===== config.mk =====
export PLATFORM = sky130hd
export DESIGN_NAME = pbsb_sys_if
export DESIGN_NICKNAME = d
export VERILOG_FILES = /design/src/logic/pbsb_pkg.sv /design/src/logic/pbsb_fifo.sv /design/src/logic/pbsb_mode_rx.sv /design/src/logic/pbsb_sys_if.sv
export SDC_FILE = /design/constraint.sdc
export NUM_CORES = 1
export LEC_CHECK = 0
export BUFFER_PORTS_ARGS = -buffer_cell sky130_fd_sc_hd__buf_2
export CORE_ASPECT_RATIO = 2
export CORE_MARGIN = 2
export CORE_UTILIZATION = 35
export DETAILED_ROUTE_END_ITERATION = 12
export GPL_TIMING_DRIVEN = 0
export MAX_ROUTING_LAYER = met4
export PLACE_DENSITY = 0.57
export RECOVER_POWER = 25
export SETUP_SLACK_MARGIN = 0.1
export SKIP_CTS_REPAIR_TIMING = 1
export SLEW_MARGIN = 20
export SYNTH_ARGS = -nofsm -noshare
export SYNTH_HDL_FRONTEND = slang
export SYNTH_SLANG_ARGS = --single-unit
export TNS_END_PERCENT = 10

===== constraint.sdc =====
create_clock -name clk -period 15.3 [get_ports clk]
set_clock_uncertainty 0.2 [all_clocks]
set_input_delay 0.765 -clock clk [delete_from_list [all_inputs] [get_ports clk]]
set_output_delay 0.765 -clock clk [all_outputs]
set_load 0.01 [all_outputs]

===== src/logic/pbsb_pkg.sv =====
// Shared constants and types of the processor system bus block
`default_nettype none
package pbsb_pkg;
   // ****************************************
   // Bus widths and counts
   // ****************************************
   localparam int AD_W = 32;
   localparam int CMD_W = 9;
   localparam int BLK_WORDS = 8;
   localparam int FIFO_DEPTH = 8;
   localparam int MODE_BITS = 256;
   localparam int MODE_DIV = 256;
   localparam int CLK_MHZ = 20;
   // ****************************************
   // Command identifier encodings
   // ****************************************
   localparam int CMD_DATA_BIT = 8;
   localparam logic [CMD_W-1:0] CMD_TYPE_MASK = 9'h1C0;
   localparam logic [CMD_W-1:0] CMD_READ = 9'h000;
   localparam logic [CMD_W-1:0] CMD_WRITE = 9'h040;
   localparam logic [CMD_W-1:0] CMD_NULL = 9'h0C0;
   localparam logic [CMD_W-1:0] CMD_BLOCK = 9'h008;
   localparam logic [CMD_W-1:0] DATA_IDENT_MID = 9'h100;
   localparam logic [CMD_W-1:0] DATA_IDENT_LAST = 9'h180;
   // ****************************************
   // Mode stream fields and reset values
   // ****************************************
   localparam int MODE_WB_LO = 1;
   localparam int MODE_WB_HI = 4;
   localparam int MODE_TMR_OFF = 11;
   localparam logic [7:0] DIV_RST = 8'h00;
   localparam logic [8:0] BITCNT_RST = 9'h000;
   localparam logic [7:0] DIV_SAMPLE = 8'h7F;
   localparam logic [2:0] CNT3_RST = 3'h0;
   // ****************************************
   // Carriers
   // ****************************************
   typedef struct packed {
      logic write;
      logic block;
      logic [2:0] size_m1;
      logic [AD_W-1:0] addr;
   } pbsb_req_t;
   typedef struct packed {
      logic last;
      logic [AD_W-1:0] data;
   } pbsb_word_t;
   typedef struct packed {
      logic [AD_W-1:0] ad;
      logic [CMD_W-1:0] cmd;
   } pbsb_bus_t;
endpackage
`default_nettype wire


===== src/logic/pbsb_fifo.sv =====
// Write data FIFO with valid/ready on both sides
`timescale 1ns/1ps
`default_nettype none
module pbsb_fifo #(
   parameter int W = 32,
   parameter int DEPTH = 8
) (
   input wire logic clk,
   input wire logic rst,
   input wire logic in_valid,
   output logic in_ready,
   input wire logic [W-1:0] in_data,
   output logic out_valid,
   input wire logic out_ready,
   output logic [W-1:0] out_data
);
   localparam int AW = $clog2(DEPTH);
   if (DEPTH < 2 || (1 << AW) != DEPTH) begin : g_chk
      $error("DEPTH must be a power of two");
   end
   logic [W-1:0] mem_r [DEPTH];
   logic [AW:0] wp_r;
   logic [AW:0] rp_r;
   wire push = in_valid && in_ready;
   wire pop = out_valid && out_ready;
   assign out_valid = wp_r != rp_r;
   assign in_ready = !((wp_r[AW] != rp_r[AW]) && (wp_r[AW-1:0] == rp_r[AW-1:0]));
   assign out_data = mem_r[rp_r[AW-1:0]];
   always_ff @(posedge clk or posedge rst) begin
      if (rst) begin
         wp_r <= '0;
         rp_r <= '0;
      end else begin
         if (push) wp_r <= wp_r + 1'b1;
         if (pop) rp_r <= rp_r + 1'b1;
      end
   end
   always_ff @(posedge clk) begin
      if (push) mem_r[wp_r[AW-1:0]] <= in_data;
   end
endmodule // pbsb_fifo
`default_nettype wire


===== src/logic/pbsb_mode_rx.sv =====
// Boot-time serial mode stream reader
`timescale 1ns/1ps
`default_nettype none
module pbsb_mode_rx (
   input wire logic clk,
   input wire logic rst,
   input wire logic power_good,
   input wire logic cfg_serial_in,
   output logic cfg_serial_clock,
   output logic [pbsb_pkg::MODE_BITS-1:0] cfg_mode,
   output logic cfg_done
);
   logic [7:0] div_r;
   logic [8:0] bit_r;
   logic run_r;
   logic done_r;
   logic [pbsb_pkg::MODE_BITS-1:0] mode_r;
   wire sample = run_r && !done_r && div_r == pbsb_pkg::DIV_SAMPLE;
   // Free running divided clock
   assign cfg_serial_clock = div_r[7]; // RQ11 RQ13
   assign cfg_mode = mode_r;
   assign cfg_done = done_r;
   always_ff @(posedge clk or posedge rst) begin
      if (rst) begin
         div_r <= pbsb_pkg::DIV_RST;
         bit_r <= pbsb_pkg::BITCNT_RST;
         run_r <= 1'b0;
         done_r <= 1'b0;
         mode_r <= '0;
      end else begin
         div_r <= div_r + 8'h01;
         if (power_good) run_r <= 1'b1; // RQ12 RQ14
         if (sample) begin
            mode_r[bit_r[7:0]] <= cfg_serial_in; // RQ23
            bit_r <= bit_r + 9'h001;
            if (bit_r == 9'(pbsb_pkg::MODE_BITS - 1)) done_r <= 1'b1; // RQ12
         end
      end
   end
endmodule // pbsb_mode_rx
`default_nettype wire


===== src/logic/pbsb_sys_if.sv =====
// Processor system bus interface with boot mode reader and standby control
// Operation
// RQ1: Supports single 1-8 byte transfers and 8-word block transfers.
// RQ2: Low three address bits are byte address; command gives byte count.
// RQ3: Read/write accept inputs sampled before the address is removed.
// RQ4: Only read responses and null requests are accepted from the agent.
// RQ5: External request input answered by a release pulse, bus to slave.
// RQ6: Valid output asserted whenever processor drives command or data; in write idle cycles ad_oe stays on with proc_drive_valid_n high.
// RQ7: Agent valid only while agent owns and drives the buses.
// RQ8: One processor request outstanding at a time.
// RQ9: Read start drives valid, address and read command together.
// RQ10: Accepted read tristates drivers and pulses release; agent returns data.
// RQ11: Mode clock output is the bus clock divided by 256.
// RQ12: After power good, 256 mode bits are read serially.
// RQ13: After the stream, mode clock keeps running, input ignored.
// RQ14: Source presents bit 0 at power good, then up to bit 255.
// RQ15: Wait instruction enables interrupts and requests standby.
// RQ16: Wait with idle bus stops internal clocks.
// RQ17: Clock, timer, interrupt, request and reset logic stay active.
// RQ18: Wait with busy bus acts as no-operation.
// RQ19: Any interrupt, timer included, leaves standby; the code ignores the timer while mode bit 11 (MODE_TMR_OFF) is set.
// RQ20: Block write: write command, data words, last marked end-of-data.
// RQ21: Command bus marks address or data and type on every valid cycle.
// RQ22: Mode field sets words per group and idle cycles between groups.
// RQ23: One mode bit per mode clock, first bit stored at position zero.
`timescale 1ns/1ps
`default_nettype none
module pbsb_sys_if #(
   parameter int FIFO_DEPTH = pbsb_pkg::FIFO_DEPTH
) (
   input wire logic clk,
   input wire logic rst,
   input wire logic req_valid,
   output logic req_ready,
   input wire pbsb_pkg::pbsb_req_t req,
   input wire logic wr_valid,
   output logic wr_ready,
   input wire logic [pbsb_pkg::AD_W-1:0] wr_data,
   output logic rd_valid,
   output pbsb_pkg::pbsb_word_t rd_word,
   output logic agent_unsup,
   input wire logic [pbsb_pkg::AD_W-1:0] ad_in,
   output logic [pbsb_pkg::AD_W-1:0] ad_out,
   output logic ad_oe,
   input wire logic [pbsb_pkg::CMD_W-1:0] cmd_in,
   output logic [pbsb_pkg::CMD_W-1:0] cmd_out,
   output logic cmd_oe,
   output logic proc_drive_valid_n,
   input wire logic agent_drive_valid_n,
   input wire logic read_accept_n,
   input wire logic write_accept_n,
   input wire logic ext_bus_request_n,
   output logic bus_release_n,
   input wire logic power_good,
   input wire logic cfg_serial_in,
   output logic cfg_serial_clock,
   output logic [pbsb_pkg::MODE_BITS-1:0] cfg_mode,
   output logic cfg_done,
   input wire logic wait_exec,
   input wire logic [5:0] irq_n,
   input wire logic nmi_n,
   input wire logic timer_irq,
   output logic standby,
   output logic core_clk_en,
   output logic int_enable,
   output logic wait_nop
);
   if (FIFO_DEPTH < pbsb_pkg::BLK_WORDS) begin : g_chk
      $error("FIFO_DEPTH below block size");
   end
   typedef enum logic [2:0] {ST_IDLE, ST_ADDR, ST_WDATA, ST_WGAP, ST_SLAVE} pbsb_st_t;
   // ****************************************
   // Helpers
   // ****************************************
   function automatic logic [pbsb_pkg::CMD_W-1:0] req_cmd(input pbsb_pkg::pbsb_req_t r);
      logic [pbsb_pkg::CMD_W-1:0] c;
      c = r.write ? pbsb_pkg::CMD_WRITE : pbsb_pkg::CMD_READ;
      if (r.block) c = c | pbsb_pkg::CMD_BLOCK;
      else c = c | {6'h00, r.size_m1};
      return c;
   endfunction
   // Words per group and idle cycles after a group
   function automatic logic [5:0] wb_pattern(input logic [3:0] code);
      logic [5:0] p;
      unique case (code)
         4'h0: p = {3'h1, 3'h0};
         4'h1: p = {3'h2, 3'h1};
         4'h2: p = {3'h2, 3'h2};
         4'h3: p = {3'h1, 3'h1};
         4'h4: p = {3'h2, 3'h3};
         4'h5: p = {3'h2, 3'h4};
         4'h6: p = {3'h1, 3'h2};
         4'h7: p = {3'h2, 3'h5};
         4'h8: p = {3'h1, 3'h2};
         default: p = {3'h1, 3'h0};
      endcase
      return p;
   endfunction
   // ****************************************
   // Mode reader and data FIFO
   // ****************************************
   pbsb_mode_rx u_mode (
      .clk(clk),
      .rst(rst),
      .power_good(power_good),
      .cfg_serial_in(cfg_serial_in),
      .cfg_serial_clock(cfg_serial_clock),
      .cfg_mode(cfg_mode),
      .cfg_done(cfg_done)
   );
   logic fifo_valid;
   logic fifo_pop;
   logic [pbsb_pkg::AD_W-1:0] fifo_data;
   pbsb_fifo #(.W(pbsb_pkg::AD_W), .DEPTH(FIFO_DEPTH)) u_fifo (
      .clk(clk),
      .rst(rst),
      .in_valid(wr_valid),
      .in_ready(wr_ready),
      .in_data(wr_data),
      .out_valid(fifo_valid),
      .out_ready(fifo_pop),
      .out_data(fifo_data)
   );
   // ****************************************
   // Bus state
   // ****************************************
   pbsb_st_t st_r, st_nxt;
   pbsb_pkg::pbsb_req_t req_r;
   pbsb_pkg::pbsb_bus_t bus_r, bus_nxt;
   logic oe_r, oe_nxt;
   logic pval_n_r, pval_n_nxt;
   logic rel_n_r, rel_n_nxt;
   logic [2:0] words_r, words_nxt;
   logic [2:0] grp_r, grp_nxt;
   logic [2:0] gap_r, gap_nxt;
   logic rd_valid_r;
   pbsb_pkg::pbsb_word_t rd_word_r;
   logic unsup_r;
   logic [5:0] pat;
   wire [2:0] grp_words = pat[5:3];
   wire [2:0] grp_gap = pat[2:0];
   assign pat = wb_pattern(cfg_mode[pbsb_pkg::MODE_WB_HI:pbsb_pkg::MODE_WB_LO]); // RQ22
   wire bus_idle = st_r == ST_IDLE;
   wire take_req = req_valid && req_ready;
   wire accept = req_r.write ? !write_accept_n : !read_accept_n;
   wire last_word = !req_r.block || words_r == 3'(pbsb_pkg::BLK_WORDS - 1);
   wire agent_word = st_r == ST_SLAVE && !agent_drive_valid_n;
   wire agent_data = agent_word && cmd_in[pbsb_pkg::CMD_DATA_BIT];
   wire agent_last = agent_data && cmd_in == pbsb_pkg::DATA_IDENT_LAST;
   wire agent_null = agent_word && cmd_in == pbsb_pkg::CMD_NULL;
   wire agent_bad = agent_word && !agent_data && !agent_null;
   assign req_ready = bus_idle && ext_bus_request_n; // RQ8
   assign fifo_pop = st_r == ST_WDATA && fifo_valid;
   always_comb begin
      st_nxt = st_r;
      bus_nxt = bus_r;
      oe_nxt = oe_r;
      pval_n_nxt = 1'b1;
      rel_n_nxt = 1'b1;
      words_nxt = words_r;
      grp_nxt = grp_r;
      gap_nxt = gap_r;
      unique case (st_r)
         ST_IDLE: begin
            oe_nxt = 1'b0;
            if (!ext_bus_request_n) begin
               st_nxt = ST_SLAVE; // RQ5
               rel_n_nxt = 1'b0;
            end else if (take_req) begin
               st_nxt = ST_ADDR; // RQ9 RQ2 RQ21
               bus_nxt = '{ad: req.addr, cmd: req_cmd(req)};
               oe_nxt = 1'b1;
               pval_n_nxt = 1'b0; // RQ6
            end
         end
         ST_ADDR: begin
            if (accept && !req_r.write) begin
               st_nxt = ST_SLAVE; // RQ10
               oe_nxt = 1'b0;
               rel_n_nxt = 1'b0;
            end else if (accept) begin
               st_nxt = ST_WDATA; // RQ20
               words_nxt = pbsb_pkg::CNT3_RST;
               grp_nxt = pbsb_pkg::CNT3_RST;
            end else begin
               pval_n_nxt = 1'b0; // RQ3
            end
         end
         ST_WDATA: begin
            if (fifo_valid) begin
               bus_nxt.ad = fifo_data; // RQ1
               bus_nxt.cmd = last_word ? pbsb_pkg::DATA_IDENT_LAST
                                       : pbsb_pkg::DATA_IDENT_MID; // RQ20 RQ21
               pval_n_nxt = 1'b0; // RQ6
               words_nxt = words_r + 3'h1;
               grp_nxt = grp_r + 3'h1;
               if (last_word) begin
                  st_nxt = ST_IDLE; // RQ8
               end else if (grp_r + 3'h1 == grp_words) begin
                  grp_nxt = pbsb_pkg::CNT3_RST;
                  gap_nxt = grp_gap;
                  if (grp_gap != 3'h0) st_nxt = ST_WGAP; // RQ22
               end
            end
         end
         ST_WGAP: begin
            gap_nxt = gap_r - 3'h1;
            if (gap_r == 3'h1) st_nxt = ST_WDATA;
         end
         ST_SLAVE: begin
            if (agent_last || agent_null) st_nxt = ST_IDLE; // RQ4
         end
         default: st_nxt = ST_IDLE;
      endcase
   end
   always_ff @(posedge clk or posedge rst) begin
      if (rst) begin
         st_r <= ST_IDLE;
         req_r <= '0;
         bus_r <= '0;
         oe_r <= 1'b0;
         pval_n_r <= 1'b1;
         rel_n_r <= 1'b1;
         words_r <= pbsb_pkg::CNT3_RST;
         grp_r <= pbsb_pkg::CNT3_RST;
         gap_r <= pbsb_pkg::CNT3_RST;
      end else begin
         st_r <= st_nxt;
         if (take_req && ext_bus_request_n) req_r <= req;
         bus_r <= bus_nxt;
         oe_r <= oe_nxt;
         pval_n_r <= pval_n_nxt;
         rel_n_r <= rel_n_nxt;
         words_r <= words_nxt;
         grp_r <= grp_nxt;
         gap_r <= gap_nxt;
      end
   end
   // Response capture while in slave state
   always_ff @(posedge clk or posedge rst) begin
      if (rst) begin
         rd_valid_r <= 1'b0;
         rd_word_r <= '0;
         unsup_r <= 1'b0;
      end else begin
         rd_valid_r <= agent_data; // RQ7 RQ10
         rd_word_r <= '{last: agent_last, data: ad_in};
         unsup_r <= agent_bad; // RQ4
      end
   end
   assign ad_out = bus_r.ad;
   assign cmd_out = bus_r.cmd;
   assign ad_oe = oe_r;
   assign cmd_oe = oe_r;
   assign proc_drive_valid_n = pval_n_r;
   assign bus_release_n = rel_n_r;
   assign rd_valid = rd_valid_r;
   assign rd_word = rd_word_r;
   assign agent_unsup = unsup_r;
   // ****************************************
   // Standby control
   // ****************************************
   logic stby_r;
   logic int_en_r;
   logic nop_r;
   wire tmr_wake = timer_irq && !cfg_mode[pbsb_pkg::MODE_TMR_OFF];
   wire wake = !(&irq_n) || !nmi_n || tmr_wake; // RQ17
   always_ff @(posedge clk or posedge rst) begin
      if (rst) begin
         stby_r <= 1'b0;
         int_en_r <= 1'b0;
         nop_r <= 1'b0;
      end else begin
         nop_r <= wait_exec && !bus_idle; // RQ18
         if (wait_exec) int_en_r <= 1'b1; // RQ15
         if (stby_r && wake) stby_r <= 1'b0; // RQ19
         else if (wait_exec && bus_idle) stby_r <= 1'b1; // RQ16
      end
   end
   assign standby = stby_r;
   assign core_clk_en = !stby_r; // RQ16
   assign int_enable = int_en_r;
   assign wait_nop = nop_r;
endmodule // pbsb_sys_if
`default_nettype wire


==> qor.txt <==
Outcome = complete, but fails checks
Failing checks = capacitance limit, slew limit
Worst endpoint required time = 15860 ps
Vias in the first global route = 17.5k
CP Data Arrival Time = 7410 ps
CP Capture Type = asynchronous set/reset pin
Netlist cell types = 60
Slew Viols, Final = 139
P_leak = 12.8 nW
Drt pass-1 iters = 7
# H-tree levels = 2
R2r startpoint = u_fifo.rp_r[1]$_DFFE_PP0P_
DP HPWL = 59.3 mm
Util after Layout = 0.432
Post-layout nets = 2470
Die W = 196 um
Core ar. = 73600 um2
Antenna violations before repair = 1
Rel. slew slack = -1.77
GRT Overall Usage = 0.209
Critical Path Start Type = input pin
1st-iter DRT viols = 680
Number of I/O pins = 473
Post-route minimum period = 6860 ps
Max Root-Sink Buffers = 3
Num CTS Buffers = 57
Hold path startpoint = ad_in[27]
Reg clk slew, reported paths = 70 ps
Worst slack, placed = 12070 ps
Synth Flop Type = dfrtp_1
Num rows = 141
Number of synthesized flops with an enable pin = 256
Fmax = 146 MHz
Netlist Area Pre-Place = 25800 um2
DR WL/cell = 23.4 um
Asr flop ratio synth = 0.596
Final Power = 4.54 mW
Via/cell ratio = 5.02
Vert. Die Dim = 388 um
Clock sinks = 633
Crit path max fanout = 84
Setup ws final = 8440 ps
Mapped Avg Cell Area = 14.6 um2
GPL Wtd Cong = 0.883
MaxCap Viol Count = 2
Area of placed instances = 29700 um2
Initial Utilization = 0.351
Worst-skew pair later-pin latency = 640 ps
Tcrit/Tclk final = 0.448
CTS tree = built
Setup violations, final = 0
Syn Inst Count = 1769
Total grt overflow = 0
Share of layout cells above drive strength 1 = 0.390
RSZ-0062 raised after global routing = false
I/O Buffers = 469
CP startpoint = rst
Hold WS = 36.5 ps
Actual slew at the worst max-slew pin = 4150 ps
Type of the worst setup path = input pin to asynchronous set/reset pin
Post-route ant nets = 0
Post-Route WL = 77.4 mm
First-pass GRT wire length = 114 mm
Die area = 76100 um2
Root Buffer = clkbuf_16
Fill count = 6825
DRC Markers = 0
VDD IR max = 0.104 mV
Final Hold Vio Count = 0
Worst min path class = input pin to register
Largest net degree at the start of global routing = 85
Via count = 16.6k
Yosys reg bits = 633
Yosys warnings = 0
Pwr/cell area = 143 nW/um2
Sequential area share after synthesis = 0.663
Design area = 31800 um2
Synth-to-Final Area Change = 22.9%
==> sequential cells by signal (all words and copies together) (netlist names), 2 cells and up <==
register	count
cmd_out	7
grp_r	3
u_mode.cfg_mode	256
u_mode.div_r	8
u_fifo.mem_r	256
ad_out	32
st_r	3
words_r	3
u_mode.bit_r	9
rd_word	33
u_fifo.wp_r	4
req_r	2
gap_r	3
u_fifo.rp_r	4
==> through the flow <==
step | TNS (ps) | instances
2_1_floorplan | 0 | 1770
3_3_place_gp | -182470 | 3168
3_5_place_dp | 0 | 3187
4_1_cts | 0 | 3293
5_1_grt | 0 | 3302
6_report | 0 | 3303
==> path summary, 6_finish.rpt <==
| check | endpoint | slack, ps | cells past startpoint |
|---|---|---|---|
| setup reg to reg | u_fifo.mem_r[4][6]$_DFFE_PP_ | 11950 | 8 |
| hold reg to reg | int_enable$_DFFE_PP0P_ | 270 | 1 |
| max in group clk | u_fifo.mem_r[4][6]$_DFFE_PP_ | 11950 | 8 |
| hold / removal | rd_word[27]$_DFF_PP0_ | 40 | 1 |
| min in group asynchronous | rd_word[21]$_DFF_PP0_ | 1280 | 3 |
| setup / recovery | u_mode.cfg_mode[117]$_DFFE_PP0P_ | 8440 | 7 |
==> cells in the mapped netlist (6+ instances only) <==
master,count,area share
mux2i_1,33,0.013
buf_1,11,0.0016
nor2_1,57,0.0083
xnor2_1,20,0.0068
mux2_4,13,0.0076
mux2_2,198,0.086
o21ai_0,48,0.0093
buf_6,14,0.0061
buf_4,27,0.0078
edfxtp_1,256,0.30
ha_1,16,0.0077
nand3_1,8,0.0015
buf_2,25,0.0048
nor2b_1,7,0.0017
inv_1,16,0.0023
dfrtp_1,375,0.36
clkbuf_1,42,0.0061
a21oi_1,39,0.0076
nor3_1,12,0.0023
and3_1,20,0.0048
clkbuf_2,6,0.0012
mux2_1,50,0.022
mux4_2,64,0.056
xor2_1,6,0.0020
nand2b_1,9,0.0022
nand2_1,330,0.048
==> routing by layer <==
layer  global-route usage  part of all wire  up-vias
li1                     -                 -     7363
met1                0.211              0.35     8457
met2                0.384              0.53      627
met3               0.0542             0.076      123
met4               0.0730             0.036        0
met5                    -                 0        -
==> worst max-delay path: stages <==
cell           delay [ps]
dlygate4sd3_1         540
clkbuf_2              110
clkinvlp_2           1620
clkbuf_1             3010
buf_16                340
buf_16                390
buf_16                380
==> logic make-up (layout without fill, tap and decap cells) <==
family | count (synthesis) | in the layout | share of synthesized area
flops | 633 | 633 | 0.663
simple gates | 475 | 475 | 0.0793
mux | 358 | 358 | 0.184
buf+inv | 145 | 747 | 0.0319
compound gates | 115 | 115 | 0.0252
xor+xnor | 26 | 26 | 0.00881
fa+ha+maj | 16 | 16 | 0.00775
other cells | 1 | 4 | 0.000145
==> area by class of cell <==
cell class | count | area (um2) | area share
clock inverter | 37 | 487 | 0.0153
clock buffer | 69 | 1540 | 0.0485
multi-input combinational | 992 | 7960 | 0.251
timing repair buffer | 496 | 2660 | 0.0839
inverter | 17 | 65.1 | 0.00205
buffer | 128 | 747 | 0.0235
tap | 929 | 1160 | 0.0366
sequential | 633 | 17100 | 0.539
antenna | 2 | 5.00 | 0.000158
==> layout by cell type (no fill, tap or decap), drive strengths merged, types with 20 or more instances in the layout <==
| master | instances |
|---|---|
| inv | 22 |
| nor2 | 57 |
| clkbuf | 157 |
| mux2i | 33 |
| edfxtp | 256 |
| dfrtp | 375 |
| a21oi | 39 |
| mux4 | 64 |
| mux2 | 261 |
| buf | 528 |
| nand2 | 330 |
| xnor2 | 20 |
| o21ai | 51 |
| and3 | 20 |
==> power by group <==
group,switching [mW],internal (mW)
combinational,0.528,0.369
sequential,0.0886,1.99
clock,0.673,0.893
total,1.29,3.25
(Power assumes the default switching activity.)
